### src/logic/rvi_pkg.sv
package rvi_pkg;

  // byte addresses of the registers on the APB bus (one word each)
  localparam logic [7:0] OFS_WORK   = 8'h00;
  localparam logic [7:0] OFS_TMR    = 8'h04;
  localparam logic [7:0] OFS_PCL    = 8'h08;
  localparam logic [7:0] OFS_STATUS = 8'h0C;
  localparam logic [7:0] OFS_FSR    = 8'h10;
  localparam logic [7:0] OFS_PORT_A_LATCH  = 8'h14;
  localparam logic [7:0] OFS_PORT_B_LATCH  = 8'h18;
  localparam logic [7:0] OFS_PROGRAM_COUNTER_UPPER_LATCH = 8'h1C;
  localparam logic [7:0] OFS_INTERRUPT_CONTROL_REG = 8'h20;
  localparam logic [7:0] OFS_PFLAG  = 8'h24;
  localparam logic [7:0] OFS_RESULT = 8'h28;
  localparam logic [7:0] OFS_CCTRL  = 8'h2C;
  localparam logic [7:0] OFS_OPTION = 8'h30;
  localparam logic [7:0] OFS_DIRA   = 8'h34;
  localparam logic [7:0] OFS_DIRB   = 8'h38;
  localparam logic [7:0] OFS_PENA   = 8'h3C;
  localparam logic [7:0] OFS_PWRC   = 8'h40;
  localparam logic [7:0] OFS_CCFG   = 8'h44;
  localparam logic [7:0] OFS_CAUSE  = 8'h48;

  // implemented-bit masks
  localparam logic [7:0] MASK_FULL       = 8'hFF;
  localparam logic [7:0] MASK_PORT_A_LATCH      = 8'h1F;
  localparam logic [7:0] MASK_PROGRAM_COUNTER_UPPER_LATCH     = 8'h1F;
  localparam logic [7:0] MASK_DIRA       = 8'h1F;
  localparam logic [7:0] MASK_PFLAG      = 8'h01;
  localparam logic [7:0] MASK_PENA       = 8'h01;
  localparam logic [7:0] MASK_CCFG       = 8'h03;
  localparam logic [7:0] MASK_CCTRL_PAR  = 8'hFD;
  localparam logic [7:0] MASK_CCTRL_STD  = 8'hDF;
  localparam logic [7:0] MASK_PWRC_PAR   = 8'h07;
  localparam logic [7:0] MASK_PWRC_STD   = 8'h03;

  // reset and wake values
  localparam logic [7:0] PCL_RST     = 8'h00;
  localparam logic [7:0] PC_VECTOR   = 8'h04;
  localparam logic [7:0] PC_STEP     = 8'h01;
  localparam logic [7:0] OPTION_RST  = 8'hFF;
  localparam logic [7:0] DIRA_RST    = 8'h1F;
  localparam logic [7:0] DIRB_RST    = 8'hFF;
  localparam logic [7:0] ZERO_BYTE   = 8'h00;
  localparam logic [2:0] STATUS_HI_RST = 3'h0;
  localparam logic [7:0] PORT_A_LATCH_KEEP  = 8'h10;
  localparam logic [7:0] INTERRUPT_CONTROL_REG_KEEP = 8'h01;

  // field positions
  localparam int ST_TO    = 4;
  localparam int ST_PD    = 3;
  localparam int GIE_BIT  = 7;
  localparam int PWR_PER  = 2;
  localparam int PWR_POR  = 1;
  localparam int PWR_BOR  = 0;
  localparam logic [7:0] STATUS_FLAG_MASK = 8'h18;

  typedef enum logic [1:0] {CAT_NONE, CAT_COLD, CAT_WARM, CAT_WAKE}
    category_t;

  typedef enum logic [3:0] {
    SRC_NONE, SRC_POR, SRC_BOR, SRC_PARITY, SRC_MASTER_CLEAR_PIN_RUN, SRC_MASTER_CLEAR_PIN_SLEEP,
    SRC_WDT_RESET, SRC_WDT_WAKE, SRC_INT_WAKE
  } source_t;

  typedef struct packed {
    logic [7:0] work;
    logic [7:0] tmr;
    logic [7:0] program_counter_low;
    logic [7:0] status;
    logic [7:0] indirect_pointer;
    logic [7:0] port_a_latch;
    logic [7:0] port_b_latch;
    logic [7:0] program_counter_upper_latch;
    logic [7:0] interrupt_control_reg;
    logic [7:0] pflag;
    logic [7:0] result;
    logic [7:0] cctrl;
    logic [7:0] option;
    logic [7:0] dira;
    logic [7:0] dirb;
    logic [7:0] pena;
    logic [7:0] pwrc;
    logic [7:0] ccfg;
    logic [1:0] cause;
    logic [31:0] rdata;
  } state_t;

  function automatic category_t category_of(input source_t s);
    case (s)
      SRC_POR, SRC_BOR, SRC_PARITY:                 category_of = CAT_COLD;
      SRC_MASTER_CLEAR_PIN_RUN, SRC_MASTER_CLEAR_PIN_SLEEP, SRC_WDT_RESET:  category_of = CAT_WARM;
      SRC_WDT_WAKE, SRC_INT_WAKE:                   category_of = CAT_WAKE;
      default:                                      category_of = CAT_NONE;
    endcase
  endfunction

endpackage

### src/logic/reset_source_decode.sv
`timescale 1ns/1ps
module reset_source_decode
  import rvi_pkg::*;
(
  input  wire logic    por,
  input  wire logic    bor,
  input  wire logic    parity_err,
  input  wire logic    parity_variant,
  input  wire logic    master_clear_pin,
  input  wire logic    wdt,
  input  wire logic    sleeping,
  input  wire logic    int_wake,
  output source_t      source
);

  // cold before warm before wake
  always_comb begin
    if (por) begin
      source = SRC_POR;
    end else if (bor) begin
      source = SRC_BOR;
    end else if (parity_err && parity_variant) begin
      source = SRC_PARITY;
    end else if (master_clear_pin) begin
      source = sleeping ? SRC_MASTER_CLEAR_PIN_SLEEP : SRC_MASTER_CLEAR_PIN_RUN;
    end else if (wdt) begin
      source = sleeping ? SRC_WDT_WAKE : SRC_WDT_RESET;
    end else if (int_wake && sleeping) begin
      source = SRC_INT_WAKE;
    end else begin
      source = SRC_NONE;
    end
  end

endmodule

### src/logic/reset_value_init.sv
// The APB slave port and the placing of the registers were chosen for this implementation.
`timescale 1ns/1ps
module reset_value_init
  import rvi_pkg::*;
#(
  parameter bit PARITY_VARIANT = 1'b1
) (
  input  wire logic        MCLK,
  input  wire logic        SYS_RST,
  input  wire logic        PSEL,
  input  wire logic        PENABLE,
  input  wire logic        PWRITE,
  input  wire logic [7:0]  PADDR,
  input  wire logic [31:0] PWDATA,
  output logic      [31:0] PRDATA,
  output logic             PREADY,
  output logic             PSLVERR,
  input  wire logic        POR_EVT,
  input  wire logic        BOR_EVT,
  input  wire logic        PARITY_ERR_EVT,
  input  wire logic        MASTER_CLEAR_PIN_EVT,
  input  wire logic        WDT_TIMEOUT,
  input  wire logic        IN_SLEEP,
  input  wire logic        INT_WAKE,
  input  wire logic [2:0]  WAKE_INTERRUPT_CONTROL_REG_FLAGS,
  input  wire logic        WAKE_PERIPH_FLAG,
  output logic      [7:0]  PC_LOW,
  output logic      [7:0]  STATUS_BITS,
  output logic      [7:0]  INTERRUPT_CONTROL_REG_BITS,
  output logic      [4:0]  PORT_A_DIR,
  output logic      [7:0]  PORT_B_DIR,
  output logic      [1:0]  RESET_CATEGORY
);

  localparam logic [7:0] MASK_CCTRL =
    PARITY_VARIANT ? MASK_CCTRL_PAR : MASK_CCTRL_STD;
  localparam logic [7:0] MASK_PWRC =
    PARITY_VARIANT ? MASK_PWRC_PAR : MASK_PWRC_STD;
  localparam logic [7:0] PWRC_PWRUP =
    PARITY_VARIANT ? 8'h04 : 8'h00;

  state_t    st_reg;
  state_t    st_next;
  source_t   src;
  category_t cat;

  reset_source_decode u_decode (
    .por            (POR_EVT),
    .bor            (BOR_EVT),
    .parity_err     (PARITY_ERR_EVT),
    .parity_variant (PARITY_VARIANT),
    .master_clear_pin           (MASTER_CLEAR_PIN_EVT),
    .wdt            (WDT_TIMEOUT),
    .sleeping       (IN_SLEEP),
    .int_wake       (INT_WAKE),
    .source         (src)
  );

  assign cat = category_of(src);

  function automatic logic addr_hit(input logic [7:0] a);
    addr_hit = (a[1:0] == 2'h0) && (a <= OFS_CAUSE);
  endfunction

  // read value of a register; masks keep unimplemented bits at zero
  function automatic logic [31:0] read_word(input state_t s,
                                            input logic [7:0] a);
    logic [7:0] v;
    v = ZERO_BYTE;
    case (a)
      OFS_WORK:   v = s.work;
      OFS_TMR:    v = s.tmr;
      OFS_PCL:    v = s.program_counter_low;
      OFS_STATUS: v = s.status;
      OFS_FSR:    v = s.indirect_pointer;
      OFS_PORT_A_LATCH:  v = s.port_a_latch & MASK_PORT_A_LATCH;
      OFS_PORT_B_LATCH:  v = s.port_b_latch;
      OFS_PROGRAM_COUNTER_UPPER_LATCH: v = s.program_counter_upper_latch & MASK_PROGRAM_COUNTER_UPPER_LATCH;
      OFS_INTERRUPT_CONTROL_REG: v = s.interrupt_control_reg;
      OFS_PFLAG:  v = s.pflag & MASK_PFLAG;
      OFS_RESULT: v = s.result;
      OFS_CCTRL:  v = s.cctrl & MASK_CCTRL;
      OFS_OPTION: v = s.option;
      OFS_DIRA:   v = s.dira & MASK_DIRA;
      OFS_DIRB:   v = s.dirb;
      OFS_PENA:   v = s.pena & MASK_PENA;
      OFS_PWRC:   v = s.pwrc & MASK_PWRC;
      OFS_CCFG:   v = s.ccfg & MASK_CCFG;
      OFS_CAUSE:  v = {6'h00, s.cause};
      default:    v = ZERO_BYTE;
    endcase
    read_word = {24'h000000, v};
  endfunction

  always_comb begin
    st_next = st_reg;
    // read data captured in the setup phase
    if (PSEL && !PENABLE) begin
      st_next.rdata = read_word(st_reg, PADDR);
    end
    // software writes; a reset event below overrides them
    if (PSEL && PENABLE && PWRITE) begin
      case (PADDR)
        OFS_WORK:   st_next.work   = PWDATA[7:0];
        OFS_TMR:    st_next.tmr    = PWDATA[7:0];
        OFS_PCL:    st_next.program_counter_low    = PWDATA[7:0];
        OFS_STATUS: st_next.status = (PWDATA[7:0] & ~STATUS_FLAG_MASK) |
                                     (st_reg.status & STATUS_FLAG_MASK);
        OFS_FSR:    st_next.indirect_pointer    = PWDATA[7:0];
        OFS_PORT_A_LATCH:  st_next.port_a_latch  = PWDATA[7:0] & MASK_PORT_A_LATCH;
        OFS_PORT_B_LATCH:  st_next.port_b_latch  = PWDATA[7:0];
        OFS_PROGRAM_COUNTER_UPPER_LATCH: st_next.program_counter_upper_latch = PWDATA[7:0] & MASK_PROGRAM_COUNTER_UPPER_LATCH;
        OFS_INTERRUPT_CONTROL_REG: st_next.interrupt_control_reg = PWDATA[7:0];
        OFS_PFLAG:  st_next.pflag  = PWDATA[7:0] & MASK_PFLAG;
        OFS_RESULT: st_next.result = PWDATA[7:0];
        OFS_CCTRL:  st_next.cctrl  = PWDATA[7:0] & MASK_CCTRL;
        OFS_OPTION: st_next.option = PWDATA[7:0];
        OFS_DIRA:   st_next.dira   = PWDATA[7:0] & MASK_DIRA;
        OFS_DIRB:   st_next.dirb   = PWDATA[7:0];
        OFS_PENA:   st_next.pena   = PWDATA[7:0] & MASK_PENA;
        OFS_PWRC:   st_next.pwrc   = PWDATA[7:0] & MASK_PWRC;
        OFS_CCFG:   st_next.ccfg   = PWDATA[7:0] & MASK_CCFG;
        default:    st_next.program_counter_low    = st_next.program_counter_low;
      endcase
    end
    if (cat != CAT_NONE) begin
      st_next.cause = cat;
    end
    // work, timer, pointer, port b and result are never touched here
    if (cat == CAT_COLD || cat == CAT_WARM) begin
      st_next.program_counter_low    = PCL_RST;
      st_next.program_counter_upper_latch = ZERO_BYTE;
      st_next.option = OPTION_RST;
      st_next.dira   = DIRA_RST;
      st_next.dirb   = DIRB_RST;
      st_next.interrupt_control_reg = st_reg.interrupt_control_reg & INTERRUPT_CONTROL_REG_KEEP;
      st_next.port_a_latch  = st_reg.port_a_latch & PORT_A_LATCH_KEEP;
      st_next.cctrl  = ZERO_BYTE;
      st_next.ccfg   = ZERO_BYTE;
      st_next.pena   = ZERO_BYTE;
      st_next.pflag  = ZERO_BYTE;
      st_next.status[7:5] = STATUS_HI_RST;
    end
    case (src)
      SRC_POR, SRC_BOR, SRC_PARITY: begin
        st_next.status[ST_TO] = 1'b1;
        st_next.status[ST_PD] = 1'b1;
      end
      SRC_MASTER_CLEAR_PIN_SLEEP: begin
        st_next.status[ST_TO] = 1'b1;
        st_next.status[ST_PD] = 1'b0;
      end
      SRC_WDT_RESET: begin
        st_next.status[ST_TO] = 1'b0;
        st_next.status[ST_PD] = 1'b1;
      end
      SRC_WDT_WAKE: begin
        st_next.status[ST_TO] = 1'b0;
        st_next.status[ST_PD] = 1'b0;
      end
      SRC_INT_WAKE: begin
        st_next.status[ST_TO] = 1'b1;
        st_next.status[ST_PD] = 1'b0;
      end
      default: st_next.status = st_next.status;
    endcase
    if (cat == CAT_WAKE) begin
      if (src == SRC_INT_WAKE && st_reg.interrupt_control_reg[GIE_BIT]) begin
        st_next.program_counter_low = PC_VECTOR;
      end else begin
        st_next.program_counter_low = st_reg.program_counter_low + PC_STEP;
      end
      st_next.interrupt_control_reg[2:0] = st_next.interrupt_control_reg[2:0] | WAKE_INTERRUPT_CONTROL_REG_FLAGS;
      st_next.pflag[0]    = st_next.pflag[0] | WAKE_PERIPH_FLAG;
    end
    // power-control flags
    if (PARITY_VARIANT) begin
      case (src)
        SRC_POR: begin
          st_next.pwrc[PWR_PER] = 1'b1;
          st_next.pwrc[PWR_POR] = 1'b0;
        end
        SRC_BOR:    st_next.pwrc[PWR_BOR] = 1'b0;
        SRC_PARITY: st_next.pwrc[PWR_PER] = 1'b0;
        SRC_MASTER_CLEAR_PIN_RUN, SRC_MASTER_CLEAR_PIN_SLEEP, SRC_WDT_RESET,
        SRC_WDT_WAKE, SRC_INT_WAKE:
          st_next.pwrc[PWR_PER] = 1'b1;
        default: st_next.pwrc = st_next.pwrc;
      endcase
    end else begin
      case (src)
        SRC_POR: st_next.pwrc[PWR_POR] = 1'b0;
        SRC_BOR: st_next.pwrc[PWR_BOR] = 1'b0;
        default: st_next.pwrc = st_next.pwrc;
      endcase
    end
  end

  always_ff @(posedge MCLK) begin
    if (SYS_RST) begin
      st_reg        <= '0;
      st_reg.status <= 8'h18;
      st_reg.option <= OPTION_RST;
      st_reg.dira   <= DIRA_RST;
      st_reg.dirb   <= DIRB_RST;
      st_reg.pwrc   <= PWRC_PWRUP;
      st_reg.cause  <= CAT_COLD;
    end else begin
      st_reg <= st_next;
    end
  end

  assign PRDATA         = st_reg.rdata;
  assign PREADY         = PSEL && PENABLE;
  assign PSLVERR        = PSEL && PENABLE && !addr_hit(PADDR);
  assign PC_LOW         = st_reg.program_counter_low;
  assign STATUS_BITS    = st_reg.status;
  assign INTERRUPT_CONTROL_REG_BITS    = st_reg.interrupt_control_reg;
  assign PORT_A_DIR     = st_reg.dira[4:0];
  assign PORT_B_DIR     = st_reg.dirb;
  assign RESET_CATEGORY = st_reg.cause;

  logic reset_any;
  assign reset_any = (cat == CAT_COLD) || (cat == CAT_WARM);
endmodule

### config.mk
export PLATFORM = sky130hd
export DESIGN_NAME = reset_value_init
export DESIGN_NICKNAME = d
export VERILOG_FILES = /design/src/logic/rvi_pkg.sv /design/src/logic/reset_source_decode.sv /design/src/logic/reset_value_init.sv
export SDC_FILE = /design/constraint.sdc
export NUM_CORES = 1
export LEC_CHECK = 0
export BUFFER_PORTS_ARGS = -buffer_cell sky130_fd_sc_hd__clkbuf_2
export CAP_MARGIN = 0
export CORE_ASPECT_RATIO = 0.7
export CORE_MARGIN = 1.5
export CORE_UTILIZATION = 62
export CTS_BUF_LIST = sky130_fd_sc_hd__clkbuf_4 sky130_fd_sc_hd__clkbuf_8
export DETAILED_ROUTE_END_ITERATION = 6
export PLACE_DENSITY = 0.88
export SLEW_MARGIN = 20
export SYNTH_ARGS = -nofsm -noshare
export SYNTH_HDL_FRONTEND = slang
export SYNTH_SLANG_ARGS = --single-unit
### constraint.sdc
create_clock -name MCLK -period 4.2 [get_ports MCLK]
set_clock_uncertainty 0.15 [all_clocks]
set_input_delay 0 -clock MCLK [delete_from_list [all_inputs] [get_ports MCLK]]
set_output_delay 0 -clock MCLK [all_outputs]
set_load 0.005 [all_outputs]
==> impl_metrics.json, run 1 <==
{
  "status": "finished clean",
  "irDropWorstVdd_uv": 292.1,
  "antenna_found_initial": 0,
  "synthFlopType": "dfxtp_1",
  "slew_headroom": 0.3199,
  "path_delay_family": "buffers and inverters",
  "crit_type": "in2reg",
  "grt_pass1_vias": 5911,
  "grt.total_usage": 0.3843,
  "synth-edff-count": 0,
  "grt_max_degree": 38,
  "fin_area_sq_um": 7089,
  "ys_seq_area_frac": 0.3696,
  "core_sq_um": 9910,
  "routed_wl_microns": 21060,
  "yosys_warnings": 0,
  "r2r_slack_ns": 2.13,
  "largest_register_ffs": 72,
  "reg2regPathDepth": 5,
  "cp-start-kind": "input port",
  "cp.required_ns": 4.41,
  "ant_nets": 0,
  "synth_most_common_cell": "nand2_1",
  "clock-sinks": 119,
  "critPathLaunch": "MASTER_CLEAR_PIN_EVT",
  "slowest_delay_ns": 0.86,
  "grt.overflow.total": 0,
  "netlist_top_cells_area": "dfxtp_1, nand3_1, buf_4",
  "path_clk_slew_ns": 0.07,
  "p_leak_nw": 2.624,
  "fp.dieArea_sq_um": 11030,
  "yosys-top-cells-count": "nand2_1, dfxtp_1, nand3_1",
  "r2r_start": "PC_LOW[7]",
  "fin_setup_tns_ns": 0,
  "ios": 129,
  "via_per_inst": 6.596,
  "synth.top_cell.area_share": 0.3696,
  "final_layout_size_suffix_gt1_frac": 0.1766,
  "die_width_microns": 124.9,
  "root_buffer": "clkbuf_8",
  "cts_resized": 0,
  "period_needed_ns": 3.149,
  "h-tree-depth": 4,
  "crit_chain": "dlygate4sd3_1, clkbuf_2, inv_1, o211ai_1, dlygate4sd3_1, nand2_1, inv_1, ha_1, nor3_1, a21oi_1, a21oi_1",
  "hpwl_microns": 14150,
  "place.gp.congestion": 0.9882,
  "fill_cells": 751,
  "area_growth_pct": 9.998,
  "wl_per_cell_microns": 21.42,
  "drtPass1Iterations": 7,
  "hp-class": "in2reg",
  "crit_path_end_kind": "register",
  "setup_ws_ns": 1.051,
  "timing.final.crit_share": 0.7498,
  "dieHeight_microns": 88.30,
  "place_ws_ns": 1.554,
  "rows": 30,
  "r2r-end": "PRDATA[7]",
  "hold_path_end": "PRDATA[0]",
  "register_area_sq_um": 2382,
  "multi_input_area_sq_um": 3316,
  "finalHoldViolCount": 0,
  "min_from": "PSEL",
  "dr_total_vias": 6484,
  "postSynth.asyncResetShare": 0,
  "remaining_drc_errors": 0,
  "syn_area_sq_um": 6445,
  "dr.first_iter.drc_count": 957,
  "grt_pass1_wl_microns": 32310,
  "cts_tree": "built",
  "crit_buf_inv": 5,
  "fin_hold_ws_ns": 0.02177,
  "setup_viol": 0,
  "arrival_ns": 3.36,
  "rsz0062_at_grt": "no",
  "syn_area_per_cell_sq_um": 7.889,
  "maxSlewViolCount": 0,
  "cts_buffers": 17,
  "drv_cap": 0,
  "initial_core_util": 0.6504,
  "clock_latency_ns": 0.44,
  "nets": 901,
  "clockBufferDepth": 2,
  "synth.distinct_cells": 58,
  "synth_area_leader_cell": "dfxtp_1",
  "final_util": 0.7154,
  "critPathMaxFanout": 8,
  "worstHoldPathCells": 5,
  "syn_inst": 817,
  "cp_slowest_cell": "nor3_1",
  "fmax_ghz": 0.3175,
  "synth_seq_cells": 119,
  "portBuffers": 80,
  "power_density_nw_per_um2": 360.4,
  "dpl_cell_area_sq_um": 6375,
  "worst_slew_pin_slew_ns": 1.012,
  "n_antenna_cell": 0
}
[power by group]
part	internal (mW)	leakage (nW)	switching, mW
sequential	1.13	0.960	0.00694
clock	0.700	0.214	0.485
combinational	0.0726	1.45	0.158
total	1.90	2.62	0.650
[metal layers]
layer	up-vias	wire, microns	track usage
met5	-	0	0
met4	0	551	0.1612
met3	56	3313	0.1348
met2	580	9052	0.5869
met1	2990	8140	0.5036
li1	2858	-	-
[kinds of logic after synthesis]
logic type                 share of synthesized area
xor gates and xnor gates                    0.001359
muxes                                        0.07125
buffers and inverters                         0.1307
and+or+nand+nor                               0.2648
other                                      0.0005819
adders and majority gates                   0.005825
AOI/OAI and AO/OA                             0.1559
DFF                                           0.3696
[what timing repair did]
action | 4_1_cts | 5_1_grt
endpoints found under the hold margin | 97 | 0
hold buffers | 26 | 0
buffers inserted | 0 | 0
[worst min-delay path, stage by stage]
cell and delay, ns:
clkbuf_2 0.11, nand2b_1 0.12, nor3_1 0.08, a32oi_1 0.18, o21ai_1 0.07
[cell usage in the layout (no fill, tap or decap), drive strengths merged, types with 7 or more instances in the layout]
| master | n |
|---|---|
| nor3 | 11 |
| dlygate4sd3 | 26 |
| nor2 | 30 |
| clkbuf | 101 |
| nand3 | 118 |
| conb | 24 |
| a22oi | 15 |
| o21ai | 20 |
| mux2i | 20 |
| buf | 10 |
| mux2 | 13 |
| a21oi | 79 |
| dfxtp | 119 |
| and2 | 7 |
| inv | 11 |
| nand2 | 140 |
| o22ai | 7 |
| and3 | 7 |
[worst max-delay path by stage]
stage,cells after the start,to
4_1_cts,11,PC_LOW[6]
2_1_floorplan,7,PC_LOW[7]
5_1_grt,11,PC_LOW[1]
3_3_place_gp,6,st_reg[127]
6_report,11,PC_LOW[0]
3_5_place_dp,6,st_reg[124]
[through the flow]
stage / power [mW] / std cells
after floorplan: 1.312 / 840
after global placement: 1.359 / 925
after detailed placement: 1.366 / 925
after CTS: 2.541 / 983
after global routing: 2.618 / 983
final: 2.555 / 983
[area by class of cell]
cell class / instances / share of cell area
clock buffer: 21 / 0.03989
clock inverter: 11 / 0.02418
inverter: 11 / 0.005824
multi-input combinational: 577 / 0.4677
sequential: 119 / 0.3360
tap: 128 / 0.02259
timing repair buffer: 116 / 0.1038
Note: power is estimated with default switching activity, not from simulation.
==> run 2, diff against run 1 <==
--- a/config.mk
+++ b/config.mk
@@ -9,10 +9,10 @@
 export CAP_MARGIN = 0
 export CORE_ASPECT_RATIO = 0.7
 export CORE_MARGIN = 1.5
-export CORE_UTILIZATION = 62
+export CORE_UTILIZATION = 52
 export CTS_BUF_LIST = sky130_fd_sc_hd__clkbuf_4 sky130_fd_sc_hd__clkbuf_8
 export DETAILED_ROUTE_END_ITERATION = 6
-export PLACE_DENSITY = 0.88
+export PLACE_DENSITY = 0.79
 export SLEW_MARGIN = 20
 export SYNTH_ARGS = -nofsm -noshare
 export SYNTH_HDL_FRONTEND = slang
==> constraint.sdc (replaced) <==
create_clock -name MCLK -period 2.8 [get_ports MCLK]
set_clock_uncertainty 0.15 [all_clocks]
set_input_delay 0 -clock MCLK [delete_from_list [all_inputs] [get_ports MCLK]]
set_output_delay 0 -clock MCLK [all_outputs]
set_load 0.005 [all_outputs]
==> run 2 against run 1 <==
Count of clock-buffer cells in the layout up 1. Core utilization shrank 11 points. Global-route usage is 5.7 points lower. Critical path type unchanged. Critical endpoint is now STATUS_BITS[3]. Highest routed layer is now met5.
==> impl_metrics.json, run 2 (synthesis results as in run 1) <==
{
  "grt_pass1_wl_microns": 31540,
  "slew_headroom": 0.5480,
  "grt.total_usage": 0.3271,
  "dp_cells": 969,
  "remaining_drc_errors": 0,
  "root_buffer": "clkbuf_8",
  "drv_cap": 0,
  "fill_cells": 1055,
  "irDropWorstVdd_uv": 380.4,
  "dieHeight_microns": 96.15,
  "met1_usage": 0.4455,
  "maxSlewViolCount": 0,
  "grt_use_met3": 0.1380,
  "finalHoldViolCount": 0,
  "layout_common_cells": "nand2_1, dfxtp_1, nand3_1",
  "power_density_nw_per_um2": 512.3,
  "grt.busiest_layer": "met2",
  "drtPass1Iterations": 7,
  "cp-start-kind": "input port",
  "ant_nets": 0,
  "fin_area_sq_um": 7222,
  "critPathMaxFanout": 37,
  "fmax_ghz": 0.3839,
  "timing.final.crit_share": 0.9302,
  "fin_setup_tns_ns": 0,
  "rows": 33,
  "n_antenna_cell": 0,
  "ios": 129,
  "initial_core_util": 0.5420,
  "finalNonFillerCells": 1028,
  "grt_pass1_vias": 5554,
  "crit_type": "in2reg",
  "h-tree-depth": 4,
  "grt_max_degree": 38,
  "via_per_inst": 6.181,
  "hp-class": "in2reg",
  "cp_slowest_cell": "dlygate4sd3_1",
  "grt_use_met2": 0.4642,
  "clock_latency_ns": 0.46,
  "path_clk_slew_ns": 0.07,
  "wl_per_cell_microns": 20.46,
  "setup_viol": 0,
  "core_sq_um": 11890,
  "arrival_ns": 2.86,
  "cp_common_cell": "dlygate4sd3_1",
  "crit_path_end_kind": "register",
  "clockBufferDepth": 2,
  "period_needed_ns": 2.605,
  "portBuffers": 80,
  "fp.dieArea_sq_um": 13080,
  "routed_wl_microns": 21030,
  "dr.first_iter.drc_count": 1014,
  "final_common_cell": "nand2_1",
  "antenna_found_initial": 0,
  "p_leak_nw": 2.696,
  "dr_total_vias": 6354,
  "place.gp.congestion": 0.9841,
  "cp.required_ns": 3.05,
  "postCtsSetupRepairBufs": 0,
  "worst_slew_pin_slew_ns": 0.6780,
  "rsz0062_at_grt": "no",
  "grt.overflow.total": 0,
  "crit_chain": "dlygate4sd3_1, buf_2, buf_4, nor4_1, dlygate4sd3_1, o211ai_1, dlygate4sd3_1",
  "cts_buffers": 17,
  "hpwl_microns": 14230,
  "cts_tree": "built",
  "status": "finished clean",
  "slowest_delay_ns": 0.61,
  "largest_register_ffs": 72,
  "finalPower_mw": 3.700,
  "die_width_microns": 136.1,
  "final_layout_size_suffix_gt1_frac": 0.1906,
  "nets": 917,
  "clock-sinks": 119,
  "dpl_cell_area_sq_um": 6536,
  "area_growth_pct": 12.06
}
[run 2: cell count changes in the layout (fill, tap and decap cells not counted), sizes merged]
cell         previous run  this run
clkinvlp                5         3
bufinv                  4         2
clkinv                  2         4
dlygate4sd3            26        27
inv                    11        12
buf                    10        26
[run 2: area by class of cell]
class / count / area [sq um] / area share
Sequential cell: 119 / 2382 / 0.3299
Multi-Input combinational cell: 577 / 3316 / 0.4591
Clock inverter: 10 / 118.9 / 0.01646
Clock buffer: 22 / 296.5 / 0.04106
Inverter: 11 / 41.29 / 0.005717
Timing Repair Buffer: 132 / 870.8 / 0.1206
Tap cell: 157 / 196.4 / 0.02720
[run 2: worst paths after layout]
path / start / endpoint / slack [ns] / cells after the start
worst max-delay path: SYS_RST / STATUS_BITS[3] / 0.20 / 7
worst min-delay path: PENABLE / PRDATA[2] / 0.02 / 5
worst min register to register: PRDATA[6] / PRDATA[6] / 0.30 / 2
worst max register to register: PC_LOW[1] / PRDATA[1] / 0.89 / 5
[run 2: timing repair]
item,in CTS,in global routing
hold endpoints to repair,103,0
gates resized for setup,0,1
setup endpoints to repair,0,1
hold buffers,27,0
[run 2: layer usage]
layer / part of all wire / vias to the layer above
li1: - / 2877
met1: 0.41 / 2933
met2: 0.41 / 489
met3: 0.16 / 53
met4: 0.021 / 2
met5: 0.0023 / -
[run 2: worst max-delay path: cells and delay by family]
kind	cells	cell delay, ns
buf+inv	5	2.65
compound gates	1	0.09
simple gates	1	0.10
[run 2: power breakdown]
| group | switching (mW) | internal (mW) |
|---|---|---|
| logic | 0.235 | 0.120 |
| clock network | 0.740 | 0.897 |
| registers | 0.0101 | 1.70 |
| total | 0.985 | 2.71 |
[run 2: stage by stage]
step,hold slack [ns],util,setup WS [ns]
6_report,0.02273,0.6073,0.1955
5_1_grt,0.07049,0.6073,0.07974
4_1_cts,0.01184,0.6073,0.2758
3_5_place_dp,0.05076,0.5497,0.5019
3_3_place_gp,0.04666,0.5497,0.5758
2_1_floorplan,-0.07069,-,0.8848
